<file path="src/design/dsi_pkg.sv">
// Constants, register map and carrier types of the drive status interlock block.
// Assumes a 10 MHz system clock and an APB master with 32-bit data.
// Summary of operation
// Fault trip raises the fault-trip status output.
// Default relay terminal opens its NC pair on fault.
// Negative logic: active when normal, released on fault.
// Ready output asserts once powered and operable.
// Running output asserts while running, default terminal.
// Running holds through deceleration until output stops.
// Current-detected asserts when running above set level.
// Detection level defaults to 150 percent, adjustable.
// Three terminal selectors pick signal and polarity.
// Positive codes: 99, 11, 0, 12.
// Negative codes: 199, 111, 100, 112, inverted.
// Controller checks ready after power-on.
// Controller checks running against start inputs.
// Controller checks current-detected against start inputs.
// Backup compares start with measured speed or current.
// Backup compares commanded speed with measured speed.
// Drive runs only with frequency and start commands.
// Interlock alarms on mismatch beyond deceleration allowance.
package dsi_pkg;

    // Register byte addresses.
    localparam logic [7:0] ADDR_CTRL    = 8'h00;
    localparam logic [7:0] ADDR_FREQ    = 8'h04;
    localparam logic [7:0] ADDR_CURLVL  = 8'h08;
    localparam logic [7:0] ADDR_SEL0    = 8'h0C;
    localparam logic [7:0] ADDR_SEL1    = 8'h10;
    localparam logic [7:0] ADDR_SEL2    = 8'h14;
    localparam logic [7:0] ADDR_STATUS  = 8'h18;
    localparam logic [7:0] ADDR_INTSTAT = 8'h1C;
    localparam logic [7:0] ADDR_INTEN   = 8'h20;
    localparam logic [7:0] ADDR_INTCLR  = 8'h24;

    // Field positions and widths.
    localparam int          CTRL_FAULT_RESET_BIT = 0;
    localparam int          SEL_W                = 8;
    localparam int          LVL_W                = 16;
    localparam int          FREQ_W               = 16;
    localparam int          NUM_TERM             = 3;
    localparam int          NUM_STAT             = 4;
    localparam int          RELAY_TERM           = 0;

    // Reset values.
    localparam logic [LVL_W-1:0]  CURLVL_RESET = 16'h0096;  // 150 percent of rated current.
    localparam logic [FREQ_W-1:0] FREQ_RESET   = 16'h0000;

    // Terminal function selection codes.
    localparam logic [SEL_W-1:0] CODE_FAULT_POS = 8'h63;    // 99
    localparam logic [SEL_W-1:0] CODE_READY_POS = 8'h0B;    // 11
    localparam logic [SEL_W-1:0] CODE_RUN_POS   = 8'h00;    // 0
    localparam logic [SEL_W-1:0] CODE_CUR_POS   = 8'h0C;    // 12
    localparam logic [SEL_W-1:0] CODE_FAULT_NEG = 8'hC7;    // 199
    localparam logic [SEL_W-1:0] CODE_READY_NEG = 8'h6F;    // 111
    localparam logic [SEL_W-1:0] CODE_RUN_NEG   = 8'h64;    // 100
    localparam logic [SEL_W-1:0] CODE_CUR_NEG   = 8'h70;    // 112

    // Terminal 0, 1 and 2 defaults; any of the codes above is legal.
    localparam logic [SEL_W-1:0] SEL0_RESET = CODE_FAULT_POS;
    localparam logic [SEL_W-1:0] SEL1_RESET = CODE_RUN_POS;
    localparam logic [SEL_W-1:0] SEL2_RESET = CODE_CUR_POS;

    // Drive status carrier; bit order is also the STATUS and interrupt layout.
    typedef struct packed {
        logic curDet;
        logic running;
        logic ready;
        logic fault;
    } dsi_status_t;

    // APB request as seen by the slave.
    typedef struct packed {
        logic        psel;
        logic        penable;
        logic        pwrite;
        logic [7:0]  paddr;
        logic [31:0] pwdata;
    } dsi_apb_req_t;

endpackage

</file>
<file path="src/design/dsi_drive_status.sv">
// Drive status outputs, terminal routing and APB register file of the drive.
// Assumes synchronous inputs, one 10 MHz clock and an APB master on the bus side.
`timescale 1ns/1ps
module dsi_drive_status (
    input  wire logic                        clk,
    input  wire logic                        srst,
    input  wire dsi_pkg::dsi_apb_req_t       apbReq,
    output logic                             pready,
    output logic [31:0]                      prdata,
    output logic                             pslverr,
    input  wire logic                        forwardStartIn,
    input  wire logic                        reverseStartIn,
    input  wire logic                        powerOperableIn,
    input  wire logic                        faultDetectIn,
    input  wire logic                        motorOutputActiveIn,
    input  wire logic [15:0]                 outputCurrentPctIn,
    output dsi_pkg::dsi_status_t             statusOut,
    output logic [2:0]                       terminalOut,
    output logic                             relayNcClosedOut,
    output logic                             runCommandOut,
    output logic                             reverseDirOut,
    output logic                             irqOut
);
    import dsi_pkg::*;

    logic [LVL_W-1:0]  curLvl_q;
    logic [FREQ_W-1:0] freq_q;
    logic [SEL_W-1:0]  sel_q [NUM_TERM];
    logic [NUM_STAT-1:0] intStat_q;
    logic [NUM_STAT-1:0] intEn_q;
    logic              faultLatch_q;
    dsi_status_t       status_q;
    logic [NUM_TERM-1:0] term_q;
    logic              relay_q;
    logic              runCmd_q;
    logic              revDir_q;
    logic              irq_q;
    logic              pready_q;
    logic              pslverr_q;
    logic [31:0]       prdata_q;

    // Bus phase decode; a transfer completes at the edge where pready is seen high.
    wire accessPh  = apbReq.psel & apbReq.penable;
    wire xferDone  = accessPh & pready_q;
    wire wrDone    = xferDone & apbReq.pwrite;
    wire [7:0] adr = apbReq.paddr;
    wire hitCtrl   = (adr == ADDR_CTRL);
    wire hitFreq   = (adr == ADDR_FREQ);
    wire hitLvl    = (adr == ADDR_CURLVL);
    wire hitSel0   = (adr == ADDR_SEL0);
    wire hitSel1   = (adr == ADDR_SEL1);
    wire hitSel2   = (adr == ADDR_SEL2);
    wire hitStat   = (adr == ADDR_STATUS);
    wire hitIStat  = (adr == ADDR_INTSTAT);
    wire hitIEn    = (adr == ADDR_INTEN);
    wire hitIClr   = (adr == ADDR_INTCLR);
    wire mapped    = hitCtrl | hitFreq | hitLvl | hitSel0 | hitSel1 | hitSel2
                   | hitStat | hitIStat | hitIEn | hitIClr;
    wire faultRstWr = wrDone & hitCtrl & apbReq.pwdata[CTRL_FAULT_RESET_BIT];
    wire [NUM_STAT-1:0] intClrWr = (wrDone & hitIClr) ? apbReq.pwdata[NUM_STAT-1:0]
                                                      : '0;

    // Read mux; write-only and unmapped words read as zero.
    logic [31:0] rdMux;
    always_comb begin
        rdMux = '0;
        if (hitFreq)  rdMux[FREQ_W-1:0]   = freq_q;
        if (hitLvl)   rdMux[LVL_W-1:0]    = curLvl_q;
        if (hitSel0)  rdMux[SEL_W-1:0]    = sel_q[0];
        if (hitSel1)  rdMux[SEL_W-1:0]    = sel_q[1];
        if (hitSel2)  rdMux[SEL_W-1:0]    = sel_q[2];
        if (hitStat)  rdMux[NUM_STAT-1:0] = status_q;
        if (hitIStat) rdMux[NUM_STAT-1:0] = intStat_q;
        if (hitIEn)   rdMux[NUM_STAT-1:0] = intEn_q;
    end

    // The slave answers one cycle into the access phase, so every transfer has
    // exactly one wait state; this keeps the read path registered.
    always_ff @(posedge clk) begin
        if (srst) begin
            pready_q  <= 1'b0;
            pslverr_q <= 1'b0;
            prdata_q  <= '0;
        end else begin
            pready_q  <= accessPh & ~pready_q;
            pslverr_q <= accessPh & ~pready_q & ~mapped;
            prdata_q  <= (accessPh & ~pready_q & ~apbReq.pwrite) ? rdMux : '0;
        end
    end

    // Configuration registers written by software.
    always_ff @(posedge clk) begin
        if (srst) begin
            curLvl_q <= CURLVL_RESET;
            freq_q   <= FREQ_RESET;
            sel_q[0] <= SEL0_RESET;
            sel_q[1] <= SEL1_RESET;
            sel_q[2] <= SEL2_RESET;
            intEn_q  <= '0;
        end else if (wrDone) begin
            if (hitLvl)  curLvl_q <= apbReq.pwdata[LVL_W-1:0];
            if (hitFreq) freq_q   <= apbReq.pwdata[FREQ_W-1:0];
            if (hitSel0) sel_q[0] <= apbReq.pwdata[SEL_W-1:0];
            if (hitSel1) sel_q[1] <= apbReq.pwdata[SEL_W-1:0];
            if (hitSel2) sel_q[2] <= apbReq.pwdata[SEL_W-1:0];
            if (hitIEn)  intEn_q  <= apbReq.pwdata[NUM_STAT-1:0];
        end
    end

    // Drive state. Both start inputs at once is treated as stop, so the direction
    // is never ambiguous. Without a nonzero frequency command the drive stays idle.
    wire oneStart   = forwardStartIn ^ reverseStartIn;
    wire runCmdD    = oneStart & (freq_q != '0) & powerOperableIn
                    & ~faultLatch_q & ~faultDetectIn;
    wire faultD     = faultDetectIn | (faultLatch_q & ~faultRstWr);
    dsi_status_t statusD;
    assign statusD.fault   = faultD;
    assign statusD.ready   = powerOperableIn & ~faultD;
    assign statusD.running = runCmdD | (motorOutputActiveIn & ~faultD);
    assign statusD.curDet  = statusD.running
                           & (outputCurrentPctIn > curLvl_q);

    // The fault latch holds until software resets it; a new fault in the same
    // cycle as the reset wins, so a trip is never lost.
    always_ff @(posedge clk) begin
        if (srst) begin
            faultLatch_q <= 1'b0;
            status_q     <= '0;
            runCmd_q     <= 1'b0;
            revDir_q     <= 1'b0;
        end else begin
            faultLatch_q <= faultD;
            status_q     <= statusD;
            runCmd_q     <= runCmdD;
            revDir_q     <= runCmdD ? reverseStartIn : revDir_q;
        end
    end

    // Terminal routing: each selector picks a status and its polarity; an
    // unknown code leaves the terminal inactive rather than guessing.
    logic [NUM_TERM-1:0] termD;
    for (genvar g = 0; g < NUM_TERM; g++) begin : gTerm
        wire [SEL_W-1:0] code = sel_q[g];
        assign termD[g] = ((code == CODE_FAULT_POS) &  statusD.fault)
                        | ((code == CODE_READY_POS) &  statusD.ready)
                        | ((code == CODE_RUN_POS)   &  statusD.running)
                        | ((code == CODE_CUR_POS)   &  statusD.curDet)
                        | ((code == CODE_FAULT_NEG) & ~statusD.fault)
                        | ((code == CODE_READY_NEG) & ~statusD.ready)
                        | ((code == CODE_RUN_NEG)   & ~statusD.running)
                        | ((code == CODE_CUR_NEG)   & ~statusD.curDet);
    end

    // Interrupt events: trip, ready gained, run ended, current detected.
    wire [NUM_STAT-1:0] evt;
    assign evt[0] = statusD.fault & ~status_q.fault;
    assign evt[1] = statusD.ready & ~status_q.ready;
    assign evt[2] = ~statusD.running & status_q.running;
    assign evt[3] = statusD.curDet & ~status_q.curDet;
    wire [NUM_STAT-1:0] intStatD = evt | (intStat_q & ~intClrWr);

    // Terminal, relay and interrupt flops; the relay coil follows its terminal so
    // the NC pair opens whenever that terminal is active.
    always_ff @(posedge clk) begin
        if (srst) begin
            term_q    <= '0;
            relay_q   <= 1'b1;
            intStat_q <= '0;
            irq_q     <= 1'b0;
        end else begin
            term_q    <= termD;
            relay_q   <= ~termD[RELAY_TERM];
            intStat_q <= intStatD;
            irq_q     <= |(intStatD & intEn_q);
        end
    end

    assign pready           = pready_q;
    assign prdata           = prdata_q;
    assign pslverr          = pslverr_q;
    assign statusOut        = status_q;
    assign terminalOut      = term_q;
    assign relayNcClosedOut = relay_q;
    assign runCommandOut    = runCmd_q;
    assign reverseDirOut    = revDir_q;
    assign irqOut           = irq_q;

    // Checks kept beside the logic they guard.
    fault_trip_a: assert property (@(posedge clk) disable iff (srst)
        faultDetectIn |=> statusOut.fault)
        else $error("Fault detect did not raise the fault-trip status.");

    relay_open_a: assert property (@(posedge clk) disable iff (srst)
        (sel_q[RELAY_TERM] == CODE_FAULT_POS) && faultDetectIn |=> !relayNcClosedOut)
        else $error("Relay NC pair stayed closed on a fault.");

    neg_logic_a: assert property (@(posedge clk) disable iff (srst)
        $stable(sel_q[0]) && (sel_q[0] == CODE_FAULT_NEG) |=> terminalOut[0] != statusOut.fault)
        else $error("Negative fault logic not inverted.");

    ready_a: assert property (@(posedge clk) disable iff (srst)
        powerOperableIn && !faultDetectIn && !faultLatch_q ##1 !faultRstWr
            |-> statusOut.ready)
        else $error("Ready missing while powered and operable.");

    running_hold_a: assert property (@(posedge clk) disable iff (srst)
        statusOut.running && motorOutputActiveIn && !faultD |=> statusOut.running)
        else $error("Running dropped while motor output still active.");

    curdet_a: assert property (@(posedge clk) disable iff (srst)
        statusOut.curDet |-> statusOut.running)
        else $error("Current detected while not running.");

    level_rst_a: assert property (@(posedge clk)
        $past(srst) && !srst |-> curLvl_q == CURLVL_RESET)
        else $error("Detection level not at its reset default.");

    run_cmd_a: assert property (@(posedge clk) disable iff (srst)
        runCommandOut |-> $past(freq_q) != '0 && $past(forwardStartIn ^ reverseStartIn))
        else $error("Drive ran without both frequency and start commands.");

    apb_answer_a: assert property (@(posedge clk) disable iff (srst)
        $rose(accessPh) |=> pready ##1 !pready)
        else $error("APB answer not exactly one cycle into access.");

    // Further checks on latch, status, routing, interrupt, bus, direction and start behaviour.

    // A latched trip survives until software resets it.
    fault_latch_a: assert property (@(posedge clk) disable iff (srst)
        faultLatch_q && !faultRstWr |=> faultLatch_q)
        else $error("Fault latch lost without a reset write.");

    // A reset write with no new fault clears the latch.
    fault_clear_a: assert property (@(posedge clk) disable iff (srst)
        faultRstWr && !faultDetectIn |=> !faultLatch_q)
        else $error("Fault latch not cleared by the reset write.");

    // Without power the drive is never ready.
    ready_drop_a: assert property (@(posedge clk) disable iff (srst)
        !powerOperableIn |=> !statusOut.ready)
        else $error("Ready shown without power.");

    // A trip removes readiness at once.
    ready_fault_a: assert property (@(posedge clk) disable iff (srst)
        faultD |=> !statusOut.ready)
        else $error("Ready shown while tripped.");

    // Powered and untripped means ready on the next edge.
    ready_rise_a: assert property (@(posedge clk) disable iff (srst)
        powerOperableIn && !faultD |=> statusOut.ready)
        else $error("Ready missing while operable.");

    // An accepted run command shows as running and drives the stage.
    run_start_a: assert property (@(posedge clk) disable iff (srst)
        runCmdD |=> statusOut.running && runCommandOut)
        else $error("Run command not reflected in running status.");

    // No command and no output means running has ended.
    run_stop_a: assert property (@(posedge clk) disable iff (srst)
        !runCmdD && !motorOutputActiveIn |=> !statusOut.running)
        else $error("Running held after output stopped.");

    // Current above the level while running is reported.
    curdet_level_a: assert property (@(posedge clk) disable iff (srst)
        statusD.running && (outputCurrentPctIn > curLvl_q) |=> statusOut.curDet)
        else $error("Current above level not detected.");

    // Current at or below the level is never reported.
    curdet_below_a: assert property (@(posedge clk) disable iff (srst)
        outputCurrentPctIn <= curLvl_q |=> !statusOut.curDet)
        else $error("Current detected at or below the level.");

    // Positive running code copies running onto terminal 1.
    pos_run_a: assert property (@(posedge clk) disable iff (srst)
        sel_q[1] == CODE_RUN_POS |=> terminalOut[1] == statusOut.running)
        else $error("Positive running code not followed.");

    // Negative running code inverts running on terminal 1.
    neg_run_a: assert property (@(posedge clk) disable iff (srst)
        sel_q[1] == CODE_RUN_NEG |=> terminalOut[1] != statusOut.running)
        else $error("Negative running code not inverted.");

    // Positive current code copies detection onto terminal 2.
    pos_cur_a: assert property (@(posedge clk) disable iff (srst)
        sel_q[2] == CODE_CUR_POS |=> terminalOut[2] == statusOut.curDet)
        else $error("Positive current code not followed.");

    // Negative ready code inverts readiness on terminal 2.
    neg_ready_a: assert property (@(posedge clk) disable iff (srst)
        sel_q[2] == CODE_READY_NEG |=> terminalOut[2] != statusOut.ready)
        else $error("Negative ready code not inverted.");

    // Positive ready code copies readiness onto terminal 2.
    pos_ready_a: assert property (@(posedge clk) disable iff (srst)
        sel_q[2] == CODE_READY_POS |=> terminalOut[2] == statusOut.ready)
        else $error("Positive ready code not followed.");

    // The interrupt line mirrors enabled sticky bits.
    irq_level_a: assert property (@(posedge clk) disable iff (srst)
        irqOut == |(intStat_q & $past(intEn_q)))
        else $error("Interrupt line disagrees with enabled status.");

    // A trip event always sets its sticky bit.
    fault_event_a: assert property (@(posedge clk) disable iff (srst)
        evt[0] |=> intStat_q[0])
        else $error("Trip event not recorded.");

    // A sticky trip bit stays until cleared.
    fault_sticky_a: assert property (@(posedge clk) disable iff (srst)
        intStat_q[0] && !intClrWr[0] |=> intStat_q[0])
        else $error("Trip status bit lost without a clear.");

    // A clear with no new event empties the bit.
    int_clear_a: assert property (@(posedge clk) disable iff (srst)
        intClrWr[0] && !evt[0] |=> !intStat_q[0])
        else $error("Trip status bit not cleared.");

    // Unmapped addresses are answered with an error.
    apb_err_a: assert property (@(posedge clk) disable iff (srst)
        accessPh && !pready_q && !mapped |=> pslverr)
        else $error("Unmapped access not flagged.");

    // A level read returns the stored level in the low bits.
    apb_rdata_a: assert property (@(posedge clk) disable iff (srst)
        accessPh && !pready_q && !apbReq.pwrite && hitLvl |=> prdata == 32'(curLvl_q))
        else $error("Level read returned wrong data.");

    // Ready is never raised outside an access phase.
    apb_idle_a: assert property (@(posedge clk) disable iff (srst)
        !accessPh |=> !pready)
        else $error("Ready raised with no access.");

    // Direction only changes with an accepted run command.
    dir_hold_a: assert property (@(posedge clk) disable iff (srst)
        !runCmdD |=> $stable(reverseDirOut))
        else $error("Direction changed without a run command.");

    // Both start inputs together never run the drive.
    both_start_a: assert property (@(posedge clk) disable iff (srst)
        forwardStartIn && reverseStartIn |=> !runCommandOut)
        else $error("Drive ran with both start inputs high.");

endmodule

</file>
<file path="config.mk">
export PLATFORM = sky130hd
export DESIGN_NAME = dsi_drive_status
export DESIGN_NICKNAME = d
export VERILOG_FILES = /design/src/design/dsi_pkg.sv /design/src/design/dsi_drive_status.sv
export SDC_FILE = /design/constraint.sdc
export NUM_CORES = 1
export LEC_CHECK = 0
export BUFFER_PORTS_ARGS = -buffer_cell sky130_fd_sc_hd__buf_4
export CORE_ASPECT_RATIO = 0.8
export CORE_UTILIZATION = 49
export DETAILED_ROUTE_END_ITERATION = 10
export MAX_ROUTING_LAYER = met4
export PLACE_DENSITY_LB_ADDON = 0.25
export SLEW_MARGIN = 10
export SYNTH_ARGS = -nofsm -noshare
export SYNTH_HDL_FRONTEND = slang
export SYNTH_SLANG_ARGS = --single-unit
</file>
<file path="constraint.sdc">
create_clock -name clk -period 2.1 [get_ports clk]
set_clock_uncertainty 0.15 [all_clocks]
set_input_delay 0.21 -clock clk [delete_from_list [all_inputs] [get_ports clk]]
set_output_delay 0.21 -clock clk [all_outputs]
set_load 0.03 [all_outputs]
</file>
Word level (Yosys, flattened, before mapping)
Memories as Yosys holds them, arrays and structs flattened.
Index checks and enable logic that the tools add are counted.

operators by class
  reductions and logical operators = 10
  mux-type cells = 26
  equality and inequality tests = 30
  magnitude comparators = 1
  bitwise gates (word level) = 99

operators with widths
  kind                                            number
  == test 8 x 7 -> 1 bit (second input constant)  12
  == test 8 x 4 -> 1 bit (second input constant)  8
  two-way mux 8 bit                               6
  bitwise AND 1 bit                               45
  OR 1 bit                                        35
  == test 8 x 5 -> 1 bit (second input constant)  4
  logical NOT 8 bit                               4
  two-way mux 16 bit                              2
  == test 8 bit (second input constant)           3
  == test 8 x 6 -> 1 bit (second input constant)  2
  > comparator 16 bit                             1
  two-way mux 4 bit                               4
  nonzero test 16 bit                             1
  two-way mux 1 bit                               14
  inverter 1 bit                                  14
  bitwise AND 4 bit                               2
  == test 8 x 3 -> 1 bit (second input constant)  1
  AND reduction 2 bit                             3
  inverter 4 bit                                  1
  OR 4 bit                                        1
  OR reduction 4 bit                              1
  OR reduction 2 bit                              1
  bitwise XOR 1 bit                               1

storage, ports and cells
  output and inout bits = 45
  bits in writable memories = 24
  memories kept = 1
  logic and storage cells = 184
  flip-flop bits (word level) = 85
  bits of input ports = 66

memory list
  name   depth  bits a word  read ports  clocked after Yosys merged registers in  wr ports  RTL line                RTL
  sel_q  3      8            3           0                                        3         dsi_drive_status.sv:28  logic [SEL_W-1:0] sel_q [NUM_TERM];

Logic depth before layout (Yosys ltp)
Gate-level depths: netlist of run 1.

  word-level depth = 19
  mapped depth = 8
  mapped depth without buffers = 8

Least setup slack after synthesis of run 1
OpenSTA, ideal clock, no wires.

  path type = register to register
  from = register pready_q, in the netlist pready
  to = register relay_q, in the netlist relayNcClosedOut
  stages on the path, launching flop included = 7
  path buffers = 0
  setup time = 0.130 ns
  data required time = 1.820 ns
  setup slack = -0.386 ns
  data arrival time = 2.206 ns
  cell sequence = dfxtp_1 > nand4_1 > or4_4 > a2111oi_4 > a311o_1 > a41o_1 > a211oi_1

on the way
  cells in the longest elaborated chain, start to end = 18
  elaborated cells on any way between the ends = 31

RTL lines
  item                                                  RTL line                                                                   RTL
  start: declaration                                    dsi_drive_status.sv:38                                                     logic pready_q;
  start signal: assignment                              dsi_drive_status.sv:85                                                     pready_q <= accessPh & ~pready_q;
  bitwise AND 1 bit *                                   dsi_drive_status.sv:44                                                     wire xferDone = accessPh & pready_q;
  bitwise AND 1 bit *                                   dsi_drive_status.sv:45                                                     wire wrDone = xferDone & apbReq.pwrite;
  bitwise AND 1 bit * (2 in a row)                      dsi_drive_status.sv:59                                                     wire faultRstWr = wrDone & hitCtrl & apbReq.pwdata[CTRL_FAULT_RESET_BIT];
  inverter 1 bit *                                      dsi_drive_status.sv:115                                                    wire faultD = faultDetectIn | (faultLatch_q & ~faultRstWr);
  bitwise AND 1 bit *                                   dsi_drive_status.sv:115
  OR 1 bit *                                            dsi_drive_status.sv:115
  inverter 1 bit                                        dsi_drive_status.sv:118, dsi_drive_status.sv:119, dsi_drive_status.sv:148
  bitwise AND 1 bit, on equally long branches           dsi_drive_status.sv:118, dsi_drive_status.sv:119
  bitwise AND 1 bit / OR 1 bit (equally long branches)  dsi_drive_status.sv:145, dsi_drive_status.sv:119
  OR 1 bit (tied with other cells)                      dsi_drive_status.sv:145                                                    | ((code == CODE_READY_POS) & statusD.ready)
  OR 1 bit / bitwise AND 1 bit (equally long branches)  dsi_drive_status.sv:146, dsi_drive_status.sv:147
  OR 1 bit                                              dsi_drive_status.sv:147                                                    | ((code == CODE_CUR_POS) & statusD.curDet)
  OR 1 bit                                              dsi_drive_status.sv:148                                                    | ((code == CODE_FAULT_NEG) & ~statusD.fault)
  OR 1 bit                                              dsi_drive_status.sv:149                                                    | ((code == CODE_READY_NEG) & ~statusD.ready)
  OR 1 bit                                              dsi_drive_status.sv:150                                                    | ((code == CODE_RUN_NEG) & ~statusD.running)
  OR 1 bit *                                            dsi_drive_status.sv:151                                                    | ((code == CODE_CUR_NEG) & ~statusD.curDet);
  inverter 1 bit *                                      dsi_drive_status.sv:172                                                    relay_q <= ~termD[RELAY_TERM];
  end signal: assignment                                dsi_drive_status.sv:172
  end: declaration                                      dsi_drive_status.sv:34                                                     logic relay_q;

Mark *: on every way between the ends. The rest lies on a longest branch, timed or not.
A chain may end at the register's enable or synchronous reset.

Worst setup path in the final report of run 1
  from = input apbReq[39] (netlist bit)
  to = register relay_q, in the netlist relayNcClosedOut

on the way
  cells in the longest elaborated chain, start to end = 17
  elaborated cells on any way between the ends = 30

RTL lines
  item                                                  RTL line                                                                   RTL
  start: declaration                                    dsi_drive_status.sv:7                                                      input wire dsi_pkg::dsi_apb_req_t apbReq,
  logical NOT 8 bit *                                   dsi_drive_status.sv:47                                                     wire hitCtrl = (adr == ADDR_CTRL);
  bitwise AND 1 bit * (2 in a row)                      dsi_drive_status.sv:59
  inverter 1 bit *                                      dsi_drive_status.sv:115
  bitwise AND 1 bit *                                   dsi_drive_status.sv:115
  OR 1 bit *                                            dsi_drive_status.sv:115
  inverter 1 bit                                        dsi_drive_status.sv:118, dsi_drive_status.sv:119, dsi_drive_status.sv:148
  bitwise AND 1 bit, on equally long branches           dsi_drive_status.sv:118, dsi_drive_status.sv:119
  bitwise AND 1 bit / OR 1 bit (equally long branches)  dsi_drive_status.sv:145, dsi_drive_status.sv:119
  OR 1 bit (tied with other cells)                      dsi_drive_status.sv:145
  OR 1 bit / bitwise AND 1 bit (equally long branches)  dsi_drive_status.sv:146, dsi_drive_status.sv:147
  OR 1 bit                                              dsi_drive_status.sv:147
  OR 1 bit                                              dsi_drive_status.sv:148
  OR 1 bit                                              dsi_drive_status.sv:149
  OR 1 bit                                              dsi_drive_status.sv:150
  OR 1 bit *                                            dsi_drive_status.sv:151
  inverter 1 bit *                                      dsi_drive_status.sv:172

Marked as above.

==> run metrics, run 1 <==
crit path time final=between 2 and 2.5 ns; Worst Reg2Reg Path Length in Cells=9; EDFF count, synth=24; Non-Filler Cell Area, Final=between 6000 and 7000 um^2; CTS tree=built; RSZ-0062 raised after global routing=yes; share of the synthesized area in the top cell type=0.2944; largest net degree at the start of global routing=26; Fin Hold WS=roughly 0.011 ns; DP HPWL=10160 um; Sink Count=between 90 and 100; most frequent cells after synthesis=dfxtp_1 (69), nand2_1 (62), nor2_1 (56), a21oi_1 (35), edfxtp_1 (24); Worst Path Required=approximately 2.2 ns; Longest Clk Path Bufs=2; crit path kind=input port to flip-flop; chip width=roughly 110 um; violations in the final reports=design-rule violations, negative setup slack; Synth warnings=0; Avg Cell Area, Syn=9.128 um^2; fmax=approximately 460 MHz; Worst-path clk slew=roughly 0.060 ns; first-pass GRT wire length=around 22000 um; total CTS buffers=9; Max VDD drop=approximately 0.46 mV; vias per cell=about 5.7; # DRC=18; leak pwr=approximately 2.7 nW; WHS Path Cells=3; Pre-antenna DRT Iters=8; share of cells above drive strength 1=0.3445; final cell count without fillers=803; Cell Area, Placed=5972 um^2; Sequential Area=~2100 um^2; Detail Route Antenna Nets=0; count leader, synth=dfxtp_1; nets=approximately 770; CP Capture Type=flip-flop; area grow syn2layout=42.24%; total power draw=0.003906 W; PwrDens=around 600 nW/um^2; FF+latch count, synth=between 90 and 100; Primary FF master, synth=dfxtp_1; # port buffers=78; status=finished with violations; Vias=approximately 4600; Skew-Pair Late Insertion Delay=0.35 ns; worst-path fanout max=3; initial antenna violation count=0; IO Pins=between 100 and 150; Layout fillers=about 660; Netlist cell types=58; Total Wirelength=around 14000 um; largest cells by area after synthesis=dfxtp_1 (29%), edfxtp_1 (15%), nand2_1 (5.0%); Starting Density=0.5104; Startpoint Class=input port; Chip Height=between 80 and 90 um; number of global-route vias before repair=between 4000 and 5000; register area share after synthesis=0.4480; Max Cap Violations=0; Syn Inst Count=514; Syn Std Cell Area=4692 um^2; dpl cells=768; row cnt=31; total gr overflow=0; overall routing resource usage=0.2987; RePlAce Congestion=roughly 0.95; Multi-input gate area=2555 um^2; DRT iter0 DRCs=450; final worst slack=-0.08610 ns; final worst path period share=1.041; FFs w/ async S/R, synth=0; H-tree depth=3; Max Slew Vio Count=0; CTS root buf=clkbuf_16; final setup violation count=6; Hold Vio Cnt, Final=0; Post-Route Utilization=0.7260; Critical Path AT=around 2.3 ns; core area=roughly 9200 um^2; DR WL/cell=approximately 18 um; Yosys top cell by area=dfxtp_1; total die area=9974 um^2; worst hold path class=input port to flip-flop; diode count=0
## where the power goes
group / internal (W) / switching, W / total, W
Sequential: 0.00186 / 0.0000247 / 0.00188
Combinational: 0.000203 / 0.000245 / 0.000448
Clock: 0.000875 / 0.000702 / 0.00158
Total: 0.00293 / 0.000971 / 0.00391
## area by class of cell
| type | count | area share |
|---|---|---|
| clock buffer | 12 | 0.03843 |
| clock inverter | 4 | 0.004687 |
| inverter | 23 | 0.01294 |
| multi-input combinational | 371 | 0.3828 |
| sequential | 93 | 0.3180 |
| tap | 115 | 0.02156 |
| timing repair buffer | 185 | 0.2216 |
## metrics by stage
| step | setup slack (ns) | TNS (ns) |
|---|---|---|
| global route | -0.1343 | -0.6550 |
| global placement | -0.2421 | -1.409 |
| finish | -0.08610 | -0.3245 |
| CTS | -0.04717 | -0.1112 |
| detailed placement | -0.3136 | -1.894 |
| floorplan | -0.1275 | -1.408 |
## sequential cells by signal (all words and copies together), names as in the netlist
| name | cells |
|---|---|
| pslverr | 1 |
| sel_q | 24 |
| intEn_q | 4 |
| pready | 1 |
| runCommandOut | 1 |
| reverseDirOut | 1 |
| curLvl_q | 16 |
| terminalOut | 3 |
| relayNcClosedOut | 1 |
| irqOut | 1 |
| statusOut | 4 |
| intStat_q | 4 |
| prdata | 16 |
| freq_q | 16 |
## timing repair
item	in CTS	in global routing
setup endpoints to repair	7	7
endpoints found under the hold margin	20	0
setup buffers	5	2
hold buffers	13	0
pin swaps	17	16
gates resized for setup	32	15
## path summary, 6_finish.rpt
check,startpoint,end,slack [ns]
max,apbReq[39],relayNcClosedOut,-0.09
min,apbReq[5],curLvl_q[5],0.01
max reg2reg,curLvl_q[11],irqOut,-0.07
min reg2reg,curLvl_q[7],prdata[7],0.33
## placed cells by master (no fill, tap or decap), types with 4 or more instances in the layout
cell	synthesis	routed
dfxtp_1	69	55
and4_1	4	4
buf_4	17	166
nor4_1	10	6
and2_1	16	15
a221oi_1	8	7
buf_12	0	4
nor4_2	2	4
nand2b_1	8	8
nor3_1	9	9
nand2_1	62	62
nand3_1	9	9
nor4b_1	5	5
and3_1	5	5
conb_1	1	16
dlygate4sd3_1	0	13
edfxtp_1	24	24
ha_4	0	8
o21ai_0	6	5
inv_1	23	17
clkbuf_16	0	9
nand4_1	10	10
inv_2	0	6
a222oi_1	4	4
nor2_1	56	56
dfxtp_2	0	13
mux2i_1	21	21
o211ai_1	5	5
a21oi_1	35	35
a22oi_1	11	11
ha_1	16	8
a21o_1	5	5
## worst max-delay path, stage by stage
cell and delay [ns]:
buf_4 0.12, or4_4 0.58, or4_4 0.60, a2111oi_4 0.37
a311o_1 0.17, a41o_1 0.17, a211oi_1 0.05
## per-layer routing
metal / global-route usage / part of all wire / vias up
met5: - / 0 / -
met4: 0.09951 / 0.015 / 0
met3: 0.06576 / 0.073 / 18
met2: 0.4602 / 0.45 / 177
met1: 0.3923 / 0.46 / 2176
li1: - / - / 2190
## kinds of logic (layout without fill, tap and decap cells)
kind of cell    Yosys count  count (layout)  share of synthesized area
compound gates          105             105                     0.1640
flops                    93              93                     0.4480
mux                      22              22                    0.04720
fa+ha+maj                16              16                    0.04267
other cells               1              16                  0.0007992
simple gates            211             211                     0.2288
xor+xnor                  1               1                   0.001867
buf+inv                  65             224                    0.06667
Note: power is estimated with default switching activity, not from simulation.
==> run 2: changes to the inputs <==
- CORE_ASPECT_RATIO: 0.8 -> unset
==> run metrics, run 2 (synthesis gave the netlist of run 1 again) <==
largest net degree at the start of global routing=21 (-19%); WHS Path Cells=2 (-1); Pre-antenna DRT Iters=5 (-3); first-pass GRT wire length=22690 um (+4.1%); # DRC=0 (-18); Worst-path clk slew=0.10 ns (+0.04 ns); total CTS buffers=9 (unchanged); Worst path max stage delay=0.48 ns (-0.12 ns); Chip Height=99.86 um (+12%); Worst Reg2Reg Path Length in Cells=8 (-1); diode count=0 (unchanged); core area=9240 um^2 (+0.52%); dpl ws=-0.2662 ns (+0.04745 ns); total gr overflow=0 (unchanged); Cell Area, Placed=5982 um^2 (+0.17%); CP dominant cell by count=nand4_1; RSZ-0062 raised after global routing=yes; Starting Density=0.5078 (-0.002626); final worst path period share=1.079 (+0.03753); Longest Clk Path Bufs=2 (unchanged); CP cell instances=inv_2 -> ha_4 -> nand4_1 -> a2111o_1 -> a31oi_4 -> buf_6 -> a21o_1 -> nand4_1; IO Pins=111 (unchanged); row cnt=35 (+13%); total net switching power=0.0009469 W (-2.5%); crit path time final=2.265 ns (+0.07882 ns); CTS root buf=clkbuf_8; crit path kind=flip-flop to flip-flop; Crit Reg-Reg Startpoint=curLvl_q[14]; number of global-route vias before repair=4643 (+7.9%); commonest non-fill, non-tap cell in the layout=buf_4; overall routing resource usage=0.3062 (+0.007521); Sink Count=93 (unchanged); most frequent cells in the layout=buf_4 (164), nand2_1 (62), dfxtp_1 (57); worst reg2reg setup slack=-0.16 ns (-0.09 ns); Skew-Pair Late Insertion Delay=0.37 ns (+0.02 ns); worst-path fanout max=5 (+2); leak pwr=2.649 nW (-1.0%); share of cells above drive strength 1=0.3377 (-0.006796); part of the power in registers=0.507 (+0.025); Max VDD drop=0.3551 mV (-23%); Max Slew Vio Count=0 (unchanged); Critical Path AT=2.36 ns (+0.10 ns); # port buffers=78 (unchanged); CP Capture Type=flip-flop; chip width=99.86 um (-10%); PwrDens=558.0 nW/um^2 (-4.6%); Hold Startpoint=srst; Vias=4626 (+1.4%); max FFs per register=24 (unchanged); combinational fraction of design power=0.122 (+0.007); Sequential Area=2120 um^2 (-0.12%); DR WL/cell=17.45 um (-0.74%); worst-margin pin slew=around 0.55 ns; Max Cap Violations=0 (unchanged); Sw Ratio=0.2550 (+0.006312); Layout fillers=695 (+4.8%); DRT iter0 DRCs=318 (-29%); hold path endpoint=statusOut[0]; Total Wirelength=14290 um (+1.2%); Worst Path Required=2.20 ns (+0.02 ns); status=finished with violations; CP max-delay cell=a2111o_1; final worst slack=-0.1649 ns (-0.07882 ns); total die area=9971 um^2 (about the same); fmax=441.5 MHz (-3.5%); area grow syn2layout=41.81%; initial antenna violation count=0 (unchanged); vias per cell=5.648 (-0.56%); DP HPWL=10280 um (+1.2%); Non-Filler Cell Area, Final=6654 um^2 (-0.30%); Startpoint Class=flip-flop; H-tree depth=3 (unchanged); Int Pwr=0.002766 W (-5.7%); Multi-input gate area=2549 um^2 (-0.25%); Largest Register=sel_q; Detail Route Antenna Nets=0 (unchanged); worst hold path class=input port to flip-flop; CTS tree=built; final setup violation count=7 (+1); r2r endpoint=terminalOut[1]; Hold Vio Cnt, Final=0 (unchanged); Clock Power Share=0.371 (-0.033); RePlAce Congestion=0.9174 (-3.1%); violations in the final reports=negative setup slack; Slew headroom=0.6266; nets=767 (+0.26%)
[run 2: changes by cell type in the layout (fill, tap and decap cells not counted), sizes merged]
cell | previous run | this run
buf | 172 | 170
bufinv | 0 | 1
clkbuf | 12 | 11
clkinv | 3 | 1
dlygate4sd3 | 13 | 17
inv | 24 | 26
[run 2: critical path: cells and delay by family (launching register included)]
family | cells | cell delay [ns]
AO/OA/AOI/OAI | 3 | 0.85
flip-flops | 1 | 0.36
AND/OR/NAND/NOR | 2 | 0.29
adder cells (fa/ha/maj) | 1 | 0.27
buffers and inverters | 2 | 0.21
[run 2: how the worst max path moves through the flow]
stage | startpoint | to
floorplan | pready | relayNcClosedOut
global placement | apbReq[39] | relayNcClosedOut
detailed placement | curLvl_q[1] | terminalOut[1]
CTS | curLvl_q[1] | terminalOut[1]
global route | curLvl_q[12] | terminalOut[0]
finish | curLvl_q[14] | terminalOut[1]
[run 2: power by group through the flow]
| stage | Combinational, W | Sequential [W] | Clock, W |
|---|---|---|---|
| global placement | 0.000374 | 0.00192 | 0 |
| global route | 0.000487 | 0.00188 | 0.00146 |
| floorplan | 0.000194 | 0.00193 | 0 |
| detailed placement | 0.000385 | 0.00192 | 0 |
| CTS | 0.000441 | 0.00188 | 0.00139 |
| finish | 0.000453 | 0.00188 | 0.00138 |
[run 2: per-layer routing]
layer / routed length, um / global-route usage
met1: 5804 / 0.3592
met2: 7042 / 0.5098
met3: 848 / 0.04526
met4: 592 / 0.1606
met5: 0 / -
[run 2: area by class of cell]
type | count | share of cell area
sequential | 93 | 0.3185
tap | 129 | 0.02426
clock inverter | 5 | 0.009026
clock buffer | 11 | 0.02614
inverter | 23 | 0.01297
multi-input combinational | 371 | 0.3830
timing repair buffer | 187 | 0.2260
[run 2: per-stage QoR]
stage	utilization	TNS (ns)	total power [W]	std cells	hold WS (ns)
2_1_floorplan	-	-1.408	0.002121	529	0.1499
3_3_place_gp	0.6474	-7.946	0.002294	781	0.2948
3_5_place_dp	0.6474	-4.800	0.002306	781	0.3097
4_1_cts	0.7174	-0.4959	0.003708	818	0.004062
5_1_grt	0.7201	-1.050	0.003834	819	0.02955
6_report	0.7201	-0.7537	0.003713	819	0.009992
[run 2: repair_timing]
item,CTS,global route
buffers inserted,4,1
gates resized for setup,39,3
gates cloned,0,0
endpoints found under the hold margin,33,0
hold buffers,17,0
pin swaps,17,1
endpoints found under the setup margin,7,7
